### config.mk
export PLATFORM = sky130hd
export DESIGN_NAME = int_exec
export DESIGN_NICKNAME = d
export VERILOG_FILES = /design/src/exec_pkg.sv /design/src/add_ovf.sv /design/src/int_exec.sv
export SDC_FILE = /design/constraint.sdc
export NUM_CORES = 1
export LEC_CHECK = 0
export BUFFER_PORTS_ARGS = -buffer_cell sky130_fd_sc_hd__buf_4
export CAP_MARGIN = 10
export CORE_UTILIZATION = 60
export CTS_CLUSTER_SIZE = 28
export DETAILED_ROUTE_END_ITERATION = 8
export GPL_ROUTABILITY_DRIVEN = 0
export PLACE_DENSITY = 0.91
export SKIP_LAST_GASP = 1
export SYNTH_ARGS = -nofsm -noshare
export SYNTH_HDL_FRONTEND = slang
export SYNTH_SLANG_ARGS = --single-unit
### constraint.sdc
create_clock -name mclk_i -period 1.3 [get_ports mclk_i]
set_input_delay 0.195 -clock mclk_i [delete_from_list [all_inputs] [get_ports mclk_i]]
set_output_delay 0.195 -clock mclk_i [all_outputs]
set_load 0.05 [all_outputs]
### src/exec_pkg.sv
/*
  Shared constants and carrier types for the integer add, logic and branch
  execute block. Assumes a 32-bit core with one branch delay slot.
*/
// Functional notes
// RL1 - Control-unit registers only via coprocessor moves
// RL2 - Trapping register add: overflow traps, no write
// RL3 - Trapping immediate add: sign-extend, overflow traps
// RL4 - Wrapping immediate add: sign-extend, never traps
// RL5 - Wrapping register add writes sum always
// RL6 - Register AND writes conjunction to destination
// RL7 - Immediate AND zero-extends, upper half zero
// RL8 - Target is delay-slot address plus offset*4
// RL9 - Equal branch taken when sources match
// RL10 - Nonneg branch taken when sign clear
// RL11 - Nonneg link branch always writes register 31
// RL12 - Positive branch: sign clear and nonzero
// RL13 - Nonpositive branch: sign set or zero
// RL14 - Negative branch taken when sign set
// RL15 - Negative link branch always writes register 31
// RL16 - Software avoids register 31 as linking source
// RL17 - Register zero never written
// RL18 - No branch inside a delay slot
// RL19 - Fixed instruction field positions
package exec_pkg;

  // ----------------------------------------------------------------
  // Instruction fields
  // ----------------------------------------------------------------
  localparam int OP_HI = 31;
  localparam int OP_LO = 26;
  localparam int RS_HI = 25;
  localparam int RS_LO = 21;
  localparam int RT_HI = 20;
  localparam int RT_LO = 16;
  localparam int RD_HI = 15;
  localparam int RD_LO = 11;
  localparam int FN_HI = 5;
  localparam int FN_LO = 0;
  localparam int IMM_HI = 15;

  // ----------------------------------------------------------------
  // Encodings
  // ----------------------------------------------------------------
  localparam logic [5:0] OP_SPECIAL = 6'h00;
  localparam logic [5:0] OP_SIGN_TEST_GROUP = 6'h01;
  localparam logic [5:0] OP_BRANCH_IF_EQUAL = 6'h04;
  localparam logic [5:0] OP_BRANCH_NONPOSITIVE = 6'h06;
  localparam logic [5:0] OP_BRANCH_POSITIVE = 6'h07;
  localparam logic [5:0] OP_ADD_IMM_TRAPPING = 6'h08;
  localparam logic [5:0] OP_ADD_IMM_WRAPPING = 6'h09;
  localparam logic [5:0] OP_BITWISE_CONJ_IMM = 6'h0c;
  localparam logic [5:0] FN_ADD_TRAPPING = 6'h20;
  localparam logic [5:0] FN_ADD_WRAPPING = 6'h21;
  localparam logic [5:0] FN_BITWISE_CONJ_REG = 6'h24;
  localparam logic [4:0] RT_BRANCH_NEGATIVE = 5'h00;
  localparam logic [4:0] RT_BRANCH_NONNEG = 5'h01;
  localparam logic [4:0] RT_BRANCH_NEGATIVE_LINK = 5'h10;
  localparam logic [4:0] RT_BRANCH_NONNEG_LINK = 5'h11;
  localparam logic [4:0] LINK_REG = 5'h1f;
  localparam logic [4:0] ZERO_REG = 5'h00;
  localparam logic [31:0] INSN_STEP = 32'h0000_0004;
  localparam logic [31:0] PC_RESET = 32'h0000_0000;

  // ----------------------------------------------------------------
  // Carriers
  // ----------------------------------------------------------------
  typedef struct packed {
    logic valid;
    logic [31:0] insn;
    logic [31:0] pc;
    logic [31:0] rs_val;
    logic [31:0] rt_val;
  } issue_t;

  typedef struct packed {
    logic we;
    logic [4:0] addr;
    logic [31:0] data;
  } wb_t;

  typedef struct packed {
    logic redirect;
    logic [31:0] target;
  } pc_ctl_t;

endpackage

### src/add_ovf.sv
/*
  Wrapping 32-bit adder with signed overflow flag.
  Assumes purely combinational use inside the execute stage.
*/
`timescale 1ns/10ps
module add_ovf
  import exec_pkg::*;
(
  input wire logic [31:0] a_i,
  input wire logic [31:0] b_i,
  output logic [31:0] sum_o,
  output logic ovf_o
);

  logic [31:0] low_sum;
  logic c30;
  logic c31;

  // ----------------------------------------------------------------
  // Carry comparison
  // ----------------------------------------------------------------
  // Carry out of bit 30 vs carry out of bit 31
  always_comb begin
    low_sum = {1'b0, a_i[30:0]} + {1'b0, b_i[30:0]};
    c30 = low_sum[31];
    c31 = (a_i[31] & b_i[31]) | (c30 & (a_i[31] ^ b_i[31]));
    sum_o = a_i + b_i;
    ovf_o = c30 ^ c31; // [RL2]
  end

endmodule

### src/int_exec.sv
/*
  Execute stage for add, AND and compare-and-branch instructions.
  Assumes the issue carrier is registered on mclk_i by the core and that
  register operands are already read; register file owns register zero too.
*/
`timescale 1ns/10ps
module int_exec
  import exec_pkg::*;
(
  input wire logic mclk_i,
  input wire logic rst_n_i,
  input wire issue_t issue_i,
  output wb_t wb_o,
  output pc_ctl_t pc_ctl_o,
  output logic ovf_exc_o
);

  typedef struct packed {
    wb_t wb;
    pc_ctl_t pc_ctl;
    logic ovf;
    logic branch_pend;
    logic [31:0] branch_target;
  } state_t;

  state_t state_reg;
  state_t state_next;

  logic [5:0] op;
  logic [5:0] fn;
  logic [4:0] rs_f;
  logic [4:0] rt_f;
  logic [4:0] rd_f;
  logic [31:0] imm_sx;
  logic [31:0] imm_zx;
  logic [31:0] add_b;
  logic [31:0] sum;
  logic ovf;
  logic [31:0] slot_pc;
  logic [31:0] target;

  // ----------------------------------------------------------------
  // Field extraction
  // ----------------------------------------------------------------
  // Fixed field positions of the instruction word
  always_comb begin
    op = issue_i.insn[OP_HI:OP_LO]; // [RL19]
    fn = issue_i.insn[FN_HI:FN_LO];
    rs_f = issue_i.insn[RS_HI:RS_LO];
    rt_f = issue_i.insn[RT_HI:RT_LO];
    rd_f = issue_i.insn[RD_HI:RD_LO];
    imm_sx = {{16{issue_i.insn[IMM_HI]}}, issue_i.insn[IMM_HI:0]}; // [RL3] [RL4]
    imm_zx = {16'h0000, issue_i.insn[IMM_HI:0]}; // [RL7]
    slot_pc = issue_i.pc + INSN_STEP;
    target = slot_pc + {imm_sx[29:0], 2'b00}; // [RL8]
    add_b = (op == OP_SPECIAL) ? issue_i.rt_val : imm_sx;
  end

  // One shared adder serves every add form
  add_ovf u_add (
    .a_i(issue_i.rs_val),
    .b_i(add_b),
    .sum_o(sum),
    .ovf_o(ovf)
  );

  // ----------------------------------------------------------------
  // Decode and execute
  // ----------------------------------------------------------------
  // Branch outcome is held one instruction so the slot still runs
  always_comb begin
    state_next = state_reg;
    state_next.wb = '0;
    state_next.ovf = 1'b0;
    state_next.pc_ctl = '0;
    if (issue_i.valid) begin
      // Pending taken branch redirects after its delay slot issues
      if (state_reg.branch_pend) begin
        state_next.pc_ctl.redirect = 1'b1; // [RL8]
        state_next.pc_ctl.target = state_reg.branch_target;
        state_next.branch_pend = 1'b0;
      end
      state_next.branch_target = target;
      case (op)
        OP_SPECIAL: begin
          state_next.wb.addr = rd_f;
          if (fn == FN_ADD_TRAPPING) begin
            state_next.wb.data = sum;
            state_next.wb.we = ~ovf; // [RL2]
            state_next.ovf = ovf; // [RL2]
          end else if (fn == FN_ADD_WRAPPING) begin
            state_next.wb.data = sum;
            state_next.wb.we = 1'b1; // [RL5]
          end else if (fn == FN_BITWISE_CONJ_REG) begin
            state_next.wb.data = issue_i.rs_val & issue_i.rt_val; // [RL6]
            state_next.wb.we = 1'b1;
          end
        end
        OP_ADD_IMM_TRAPPING: begin
          state_next.wb.addr = rt_f;
          state_next.wb.data = sum;
          state_next.wb.we = ~ovf; // [RL3]
          state_next.ovf = ovf; // [RL3]
        end
        OP_ADD_IMM_WRAPPING: begin
          state_next.wb.addr = rt_f;
          state_next.wb.data = sum;
          state_next.wb.we = 1'b1; // [RL4]
        end
        OP_BITWISE_CONJ_IMM: begin
          state_next.wb.addr = rt_f;
          state_next.wb.data = issue_i.rs_val & imm_zx; // [RL7]
          state_next.wb.we = 1'b1;
        end
        OP_BRANCH_IF_EQUAL: begin
          state_next.branch_pend = (issue_i.rs_val == issue_i.rt_val); // [RL9]
        end
        OP_BRANCH_POSITIVE: begin
          state_next.branch_pend = ~issue_i.rs_val[31] & (|issue_i.rs_val); // [RL12]
        end
        OP_BRANCH_NONPOSITIVE: begin
          state_next.branch_pend = issue_i.rs_val[31] | ~(|issue_i.rs_val); // [RL13]
        end
        OP_SIGN_TEST_GROUP: begin
          // Link is written whether or not the branch is taken
          if (rt_f == RT_BRANCH_NEGATIVE_LINK || rt_f == RT_BRANCH_NONNEG_LINK) begin
            state_next.wb.we = 1'b1; // [RL11] [RL15]
            state_next.wb.addr = LINK_REG;
            state_next.wb.data = slot_pc + INSN_STEP;
          end
          if (rt_f == RT_BRANCH_NEGATIVE || rt_f == RT_BRANCH_NEGATIVE_LINK) begin
            state_next.branch_pend = issue_i.rs_val[31]; // [RL14] [RL15]
          end else if (rt_f == RT_BRANCH_NONNEG || rt_f == RT_BRANCH_NONNEG_LINK) begin
            state_next.branch_pend = ~issue_i.rs_val[31]; // [RL10] [RL11]
          end
        end
        default: begin
          state_next.wb.we = 1'b0;
        end
      endcase
      // Register zero never takes a write
      if (state_next.wb.addr == ZERO_REG) begin
        state_next.wb.we = 1'b0; // [RL17]
      end
    end
  end

  // ----------------------------------------------------------------
  // State register
  // ----------------------------------------------------------------
  always_ff @(posedge mclk_i or negedge rst_n_i) begin
    if (!rst_n_i) begin
      state_reg <= '0;
    end else begin
      state_reg <= state_next;
    end
  end

  assign wb_o = state_reg.wb;
  assign pc_ctl_o = state_reg.pc_ctl;
  assign ovf_exc_o = state_reg.ovf;

  // ----------------------------------------------------------------
  // Checks
  // ----------------------------------------------------------------
  // Reference values from field positions alone, so a datapath slip shows
  logic [31:0] chk_sum;
  logic [31:0] chk_target;
  assign chk_sum = issue_i.rs_val + issue_i.rt_val;
  assign chk_target = issue_i.pc + INSN_STEP + {{14{issue_i.insn[IMM_HI]}}, issue_i.insn[IMM_HI:0], 2'b00};

  property p_trap_no_write;
    @(posedge mclk_i) disable iff (!rst_n_i)
    ovf_exc_o |-> !wb_o.we;
  endproperty
  a_trap_no_write: assert property (p_trap_no_write) else $error("write during overflow trap"); // [RL2]

  property p_add_imm_trapping_trap;
    @(posedge mclk_i) disable iff (!rst_n_i)
    (issue_i.valid && op == OP_ADD_IMM_TRAPPING && ovf) |=> ovf_exc_o;
  endproperty
  a_add_imm_trapping_trap: assert property (p_add_imm_trapping_trap) else $error("immediate add overflow missed"); // [RL3]

  property p_add_imm_wrapping_notrap;
    @(posedge mclk_i) disable iff (!rst_n_i)
    (issue_i.valid && op == OP_ADD_IMM_WRAPPING) |=> !ovf_exc_o;
  endproperty
  a_add_imm_wrapping_notrap: assert property (p_add_imm_wrapping_notrap) else $error("wrapping immediate add trapped"); // [RL4]

  property p_add_wrapping_write;
    @(posedge mclk_i) disable iff (!rst_n_i)
    (issue_i.valid && op == OP_SPECIAL && fn == FN_ADD_WRAPPING && rd_f != ZERO_REG)
      |=> (wb_o.we && wb_o.data == $past(chk_sum) && !ovf_exc_o);
  endproperty
  a_add_wrapping_write: assert property (p_add_wrapping_write) else $error("wrapping add result wrong"); // [RL5]

  property p_bitwise_conj_imm_upper;
    @(posedge mclk_i) disable iff (!rst_n_i)
    (issue_i.valid && op == OP_BITWISE_CONJ_IMM) |=> (wb_o.data[31:16] == 16'h0000);
  endproperty
  a_bitwise_conj_imm_upper: assert property (p_bitwise_conj_imm_upper) else $error("immediate AND upper half nonzero"); // [RL7]

  property p_beq_delay;
    @(posedge mclk_i) disable iff (!rst_n_i)
    (issue_i.valid && op == OP_BRANCH_IF_EQUAL && issue_i.rs_val == issue_i.rt_val)
      ##1 issue_i.valid |=> (pc_ctl_o.redirect && pc_ctl_o.target == $past(chk_target, 2));
  endproperty
  a_beq_delay: assert property (p_beq_delay) else $error("equal branch not redirected after slot"); // [RL9]

  property p_link_write;
    @(posedge mclk_i) disable iff (!rst_n_i)
    (issue_i.valid && op == OP_SIGN_TEST_GROUP && rt_f == RT_BRANCH_NEGATIVE_LINK)
      |=> (wb_o.we && wb_o.addr == LINK_REG && wb_o.data == $past(issue_i.pc) + 32'h0000_0008);
  endproperty
  a_link_write: assert property (p_link_write) else $error("link register not written"); // [RL15]

  property p_zero_reg;
    @(posedge mclk_i) disable iff (!rst_n_i)
    wb_o.we |-> (wb_o.addr != ZERO_REG);
  endproperty
  a_zero_reg: assert property (p_zero_reg) else $error("write to register zero"); // [RL17]

  property p_branch_positive_zero;
    @(posedge mclk_i) disable iff (!rst_n_i)
    (issue_i.valid && op == OP_BRANCH_POSITIVE && issue_i.rs_val == 32'h0000_0000)
      ##1 issue_i.valid |=> !pc_ctl_o.redirect;
  endproperty
  a_branch_positive_zero: assert property (p_branch_positive_zero) else $error("positive branch taken on zero"); // [RL12]

endmodule

==> metrics, run 1 <==
PostCTS Resize Cnt ~270; clk buf depth 2; CTS Sinks approximately 110; stop err [ERROR DPL-0038] Utilization greater than 100%, impossible to legalize; #FFs+latches synth 105; Cells after DPL between 1500 and 2000; post-DP HPWL 35900 um; Post-CTS Setup Bufs roughly 70; port bufs roughly 200; Die Y 131 um; synth warn 0; row count between 40 and 50; Post-synth EDFFs 0; Post-Syn Instances ~1100; Most used DFF post-synth dfrtp_1; sequential fraction of the synthesis area 0.262; Synth Area per Inst 8.78 um2; Initial Util 0.621; CTS Root Buffer Type clkbuf_16; largest cells by area after synthesis dfrtp_1, ha_1, xnor2_1; Exit stage clock tree synthesis (4_1_cts); Syn Nets 1372; post-synthesis async set-or-reset flop share 1.00; post-synthesis cell type count 70; area of the mapped netlist between 10000 and 15000 um2; status aborted with a tool error; hold_buf cts 1; pre-CTS setup slack -2890 ps; DIE WIDTH 131 um; H-tree depth 3; post-synth top area share 0.262; num ports 203; Num CTS Buffers 9; cell taking the most area after synthesis dfrtp_1
[cells in the mapped netlist (all sizes together) (5+ instances only)]
master	count
dfrtp	105
ha	98
a21oi	88
buf	81
xnor2	75
nand2	73
nor2	59
a21o	58
and3	44
mux2	39
nand3	39
o21ai	37
clkbuf	33
xor2	30
inv	29
nand4	26
nor4	25
a22oi	17
nor3	16
a32oi	15
a31oi	12
nand2b	11
o21bai	11
o21a	9
a211oi	8
a221oi	8
and2	8
o211ai	7
nor2b	6
a311oi	5
o22ai	5
or3	5
[per-stage QoR]
step	TNS [ps]	cell area, um2	hold WS (ps)
detailed placement	-131190	14800	216
global placement	-117210	14800	214
floorplan	-101840	10900	-101
[logic make-up after synthesis]
| logic type | count (synthesis) | share of synthesized area |
|---|---|---|
| multiplexers | 42 | 0.0469 |
| XOR/XNOR | 105 | 0.0918 |
| AO/OA/AOI/OAI | 313 | 0.210 |
| flip-flops | 105 | 0.262 |
| AND/OR/NAND/NOR | 330 | 0.179 |
| buffers and inverters | 144 | 0.0816 |
| adder cells (fa/ha/maj) | 101 | 0.128 |
==> run 2: changes to the inputs <==
--- a/config.mk
+++ b/config.mk
@@ -7,11 +7,10 @@
 export LEC_CHECK = 0
 export BUFFER_PORTS_ARGS = -buffer_cell sky130_fd_sc_hd__buf_4
 export CAP_MARGIN = 10
-export CORE_UTILIZATION = 60
-export CTS_CLUSTER_SIZE = 28
+export CORE_UTILIZATION = 40
 export DETAILED_ROUTE_END_ITERATION = 8
 export GPL_ROUTABILITY_DRIVEN = 0
-export PLACE_DENSITY = 0.91
+export PLACE_DENSITY_LB_ADDON = 0.15
 export SKIP_LAST_GASP = 1
 export SYNTH_ARGS = -nofsm -noshare
 export SYNTH_HDL_FRONTEND = slang
==> metrics, run 2 <==
status finished with violations; failing checks setup timing; Num CTS Buffers 9; cell taking the most area after synthesis dfrtp_1; Area Overhead vs Synth 77.2%; Initial Util 0.409; worst-path fanout max 4; Tcrit/Tclk final 2.81; vias 11500; Critical path origin issue_i[126]; Layout Skew just over 6 ps; worst-case vdd ir drop roughly 0.57 mV; largest net degree at the start of global routing 34; clk buf depth 2; RSZ-0062 raised after global routing true; Hold Crit Class in -> reg; setup ws final -2350 ps; final slew viol count 0; Synth Area per Inst about 9 um2; drt via density 5.55; post-synth top area share 0.262; most frequent cells in the layout buf_4, dfrtp_1, nand2_1; static leakage between 8 and 9 nW; row count 57; critical setup path kind in -> reg; hold slack 103 ps; post-DP HPWL ~30000 um; Setup TNS -94630 ps; Post-Syn Instances 1140; post-synthesis async set-or-reset flop share 1.00; Final Util 0.725; Residual DRC 0; area of the mapped netlist 10000 um2; Critical Path RT 1560 ps; fin crit period roughly 3600 ps; r2r setup slk 340 ps; First-pass DRT Iterations 5; reg-to-reg endpoint pc_ctl_o[5]; CTS Root Buffer Type clkbuf_16; Largest stage delay, worst path between 500 and 600 ps; H-tree depth 3; Fill cells 1768; num ports 203; remaining global-route overflow 0; power per cell area 728 nW/um2; end of the critical path wb_o[31]; antenna viol nets, final 0; WP data arrival slightly below 4000 ps; CTS Sinks 105; synth warn 0; area of the core 24500 um2; Die Y 160 um; max reg flops 38; initial antenna violation count 1; post-synthesis cell type count 70; most instantiated library cell after synthesis dfrtp_1; Post-synth EDFFs 0; global-route wire length before repair 61000 um; vias in the first global route 11800; startpoint types primary input; Final Hold Fails 0; total global-route track usage 0.304; max-cap violations 0; Crit path depth 16; CTS tree done; Syn Nets between 1000 and 1500; #FFs+latches synth 105; port bufs 197; DIE WIDTH 160 um; Crit-path slowest cell or4_4; worst-case reg-to-reg path depth 2; layout cells sized above 1 0.586; worst-margin pin slew 492 ps; nets@finish 1969; sequential fraction of the synthesis area 0.262; reg2reg start state_reg[32]; DRT iter0 DRCs 832; Crit path buffers/inverters 3; setup violators final 67; maximum clock frequency approximately 270 MHz; Slew headroom 0.670; Setup crit end kind register; largest cells by area after synthesis dfrtp_1, ha_1, xnor2_1; full die area 25700 um2; critical path's most frequent cell buf_12; most common cell after layout, fill and taps aside buf_4; worst skew pair latency 370 ps; clk slew on worst S/H paths about 80 ps; Reg area 2630 um2; routed wire length 40100 um; CP cell instances buf_6, or4_4, nor3_4, buf_12, buf_12, mux2_4, ha_4, a21oi_4, a2111oi_4, nor2_2, o21ba_4, o211ai_1, a41o_1, fa_2, a22oi_2, o2bb2ai_1; area of the multi-input gates 8610 um2; Most used DFF post-synth dfrtp_1; DR WL/cell 19.4 um; Commonest cells post-synth dfrtp_1, ha_1, a21oi_1; Largest delay share family, worst path compound AO/OA/AOI/OAI gates
run 2: stage by stage:
stage	setup WS, ps	std cells	instance area [um2]	total power, mW
floorplan	-2590	1140	10900	6.49
global placement	-2700	1976	15200	8.77
detailed placement	-2780	1976	15200	8.83
CTS	-2260	2047	17100	12.4
global route	-2410	2067	17700	13.5
finish	-2350	2067	17700	12.9
run 2: worst min-delay path by stage:
stage,start,endpoint,cells past startpoint
floorplan,rst_n_i,ovf_exc_o,0
global placement,rst_n_i,pc_ctl_o[24],1
detailed placement,rst_n_i,pc_ctl_o[24],1
CTS,issue_i[65],state_reg[1],2
global route,issue_i[65],state_reg[1],2
finish,issue_i[65],state_reg[1],2
run 2: per-layer routing:
layer  global-route usage  share of wire  vias to the layer above
met5                    0              0                        -
met2                0.512           0.48                      455
met3               0.0444          0.059                      128
met4                0.160          0.055                        0
met1                0.374           0.41                     5530
li1                     -              -                     5355
run 2: area by class of cell:
type                       instances  area share
tap                              324      0.0228
inverter                          30     0.00691
multi-input combinational        891       0.485
timing repair buffer             700       0.320
sequential                       105       0.148
antenna                            1    0.000141
clock buffer                       9      0.0127
clock inverter                     7     0.00465
run 2: kinds of logic after synthesis:
| family | synth area share |
|---|---|
| simple gates | 0.179 |
| xor+xnor | 0.0918 |
| flops | 0.262 |
| buf+inv | 0.0816 |
| mux | 0.0469 |
| fa+ha+maj | 0.128 |
| compound gates | 0.210 |
run 2: power by group:
part / internal, mW / switching, mW
sequential: 3.57 / 0.136
combinational: 3.27 / 3.00
clock: 1.38 / 1.55
total: 8.22 / 4.69
run 2: what timing repair did:
item,CTS,global route
gates resized for setup,198,105
setup endpoints to repair,68,68
setup buffers,61,30
hold buffers,1,0
gates cloned,0,0
pin swaps,139,129
hold endpoints to repair,21,0
No activity file was read; power rests on OpenSTA's default activity.
==> run 3: changes to the inputs <==
--- a/config.mk
+++ b/config.mk
@@ -10,6 +10,7 @@
 export CORE_UTILIZATION = 40
 export DETAILED_ROUTE_END_ITERATION = 8
 export GPL_ROUTABILITY_DRIVEN = 0
+export MAX_ROUTING_LAYER = met4
 export PLACE_DENSITY_LB_ADDON = 0.15
 export SKIP_LAST_GASP = 1
 export SYNTH_ARGS = -nofsm -noshare
==> metrics, run 3 (synthesis gave the netlist of run 2 again) <==
fin crit period 3600 ps; Final Hold Fails 0; max reg flops 38; First-pass DRT Iterations 5; RSZ-0062 raised after global routing true; vias in the first global route 11700; Tcrit/Tclk final 2.77; Area Overhead vs Synth 77.1%; post-DP HPWL about 30000 um; layout cells sized above 1 0.586; status finished with violations; DIE WIDTH 160 um; most frequent cells in the layout buf_4, dfrtp_1, nand2_1; CTS Sinks approximately 110; Setup crit end kind register; global-route wire length before repair 61100 um; largest net degree at the start of global routing 34; worst skew pair latency 370 ps; r2r setup slk roughly 340 ps; reg2reg start state_reg[32]; vias 11500; CTS tree done; maximum clock frequency approximately 280 MHz; worst-margin pin slew 494 ps; Critical path origin issue_i[126]; failing checks setup timing; initial antenna violation count 1; row count 57; worst-case vdd ir drop 0.564 mV; most common cell after layout, fill and taps aside buf_4; Layout Skew a little over 6 ps; Num CTS Buffers 9; worst-case reg-to-reg path depth 2; Cells after DPL 1976; final slew viol count 0; critical setup path kind in -> reg; reg-to-reg endpoint pc_ctl_o[9]; clk slew on worst S/H paths around 90 ps; Setup TNS -95030 ps; DRT iter0 DRCs 672; setup ws final -2300 ps; CTS Root Buffer Type clkbuf_16; non-filler cells, final 2069; WP data arrival 3900 ps; clk buf depth 2; worst-path fanout max 7; area of the core ~24000 um2; drt via density 5.56; DR WL/cell 19.4 um; full die area 25700 um2; Slew headroom 0.669; max-cap violations 0; startpoint types primary input; routed wire length 40000 um; remaining global-route overflow 0; end of the critical path wb_o[30]; nets@finish 1971; Residual DRC 0; Critical Path RT about 1600 ps; port bufs 197; Die Y 160 um; H-tree depth 3; power per cell area 728 nW/um2; setup violators final 67; Initial Util 0.409; antenna viol nets, final 0; total global-route track usage 0.314; num ports 203; Hold Crit Class in -> reg; static leakage approximately 8.3 nW
[run 3: cell count changes in the layout (fill, tap and decap cells not counted), sizes merged]
cell / delta
buf: +2
[run 3: how the worst min path moves through the flow]
| stage | slack, ps | endpoint | from | cells past startpoint |
|---|---|---|---|---|
| floorplan | -100 | ovf_exc_o | rst_n_i | 0 |
| global placement | 140 | pc_ctl_o[24] | rst_n_i | 1 |
| detailed placement | 140 | pc_ctl_o[24] | rst_n_i | 1 |
| CTS | 90 | state_reg[1] | issue_i[65] | 2 |
| global route | 90 | state_reg[1] | issue_i[65] | 2 |
| finish | 110 | state_reg[1] | issue_i[65] | 2 |
[run 3: power breakdown]
part	leakage, nW	internal, mW	switching, mW
sequential	1.38	3.57	0.136
combinational	6.82	3.28	3.01
clock	0.147	1.38	1.53
total	8.35	8.23	4.67
[run 3: stage by stage]
step / total power, mW / setup WS (ps) / utilization / instance area (um2) / hold slack (ps)
after floorplan: 6.49 / -2590 / - / 10900 / -101
after CTS: 12.4 / -2260 / 0.698 / 17100 / 94.8
after global placement: 8.77 / -2700 / 0.623 / 15200 / 145
final: 12.9 / -2300 / 0.725 / 17700 / 106
after detailed placement: 8.83 / -2780 / 0.623 / 15200 / 144
after global routing: 13.5 / -2360 / 0.725 / 17700 / 86.4
[run 3: final cells by class]
class,instances,area [um2]
Multi-Input combinational cell,891,8590
Clock inverter,7,82.6
Tap cell,324,405
Inverter,30,123
Fill cell,1767,6720
Antenna cell,1,2.50
Timing Repair Buffer,702,5680
Clock buffer,9,225
Sequential cell,105,2630
[run 3: what timing repair did]
action	CTS	global route
resized for setup	198	102
buffers inserted	61	31
pin swaps	139	128
hold endpoints to repair	21	0
setup endpoints to repair	68	68
hold buffers	1	0
[run 3: critical path, cell delays in order]
cell and delay, ps:
buf_6 90, or4_4 540, nor3_4 180, buf_12 150, buf_12 130, buf_6 100, mux2_4 300, ha_4 170
fa_2 390, nand3_4 120, a21oi_4 80, o211ai_1 250, a21o_1 260, buf_6 150, a21oi_4 70, a21oi_4 190
o21ai_2 80, mux2_4 310, a21oi_2 120
[run 3: routing by layer]
layer	routed length (um)	share of wire	track usage
met3	2340	0.058	0.0481
met5	0	0	-
met4	2180	0.054	0.158
met1	16200	0.40	0.374
met2	19300	0.48	0.514
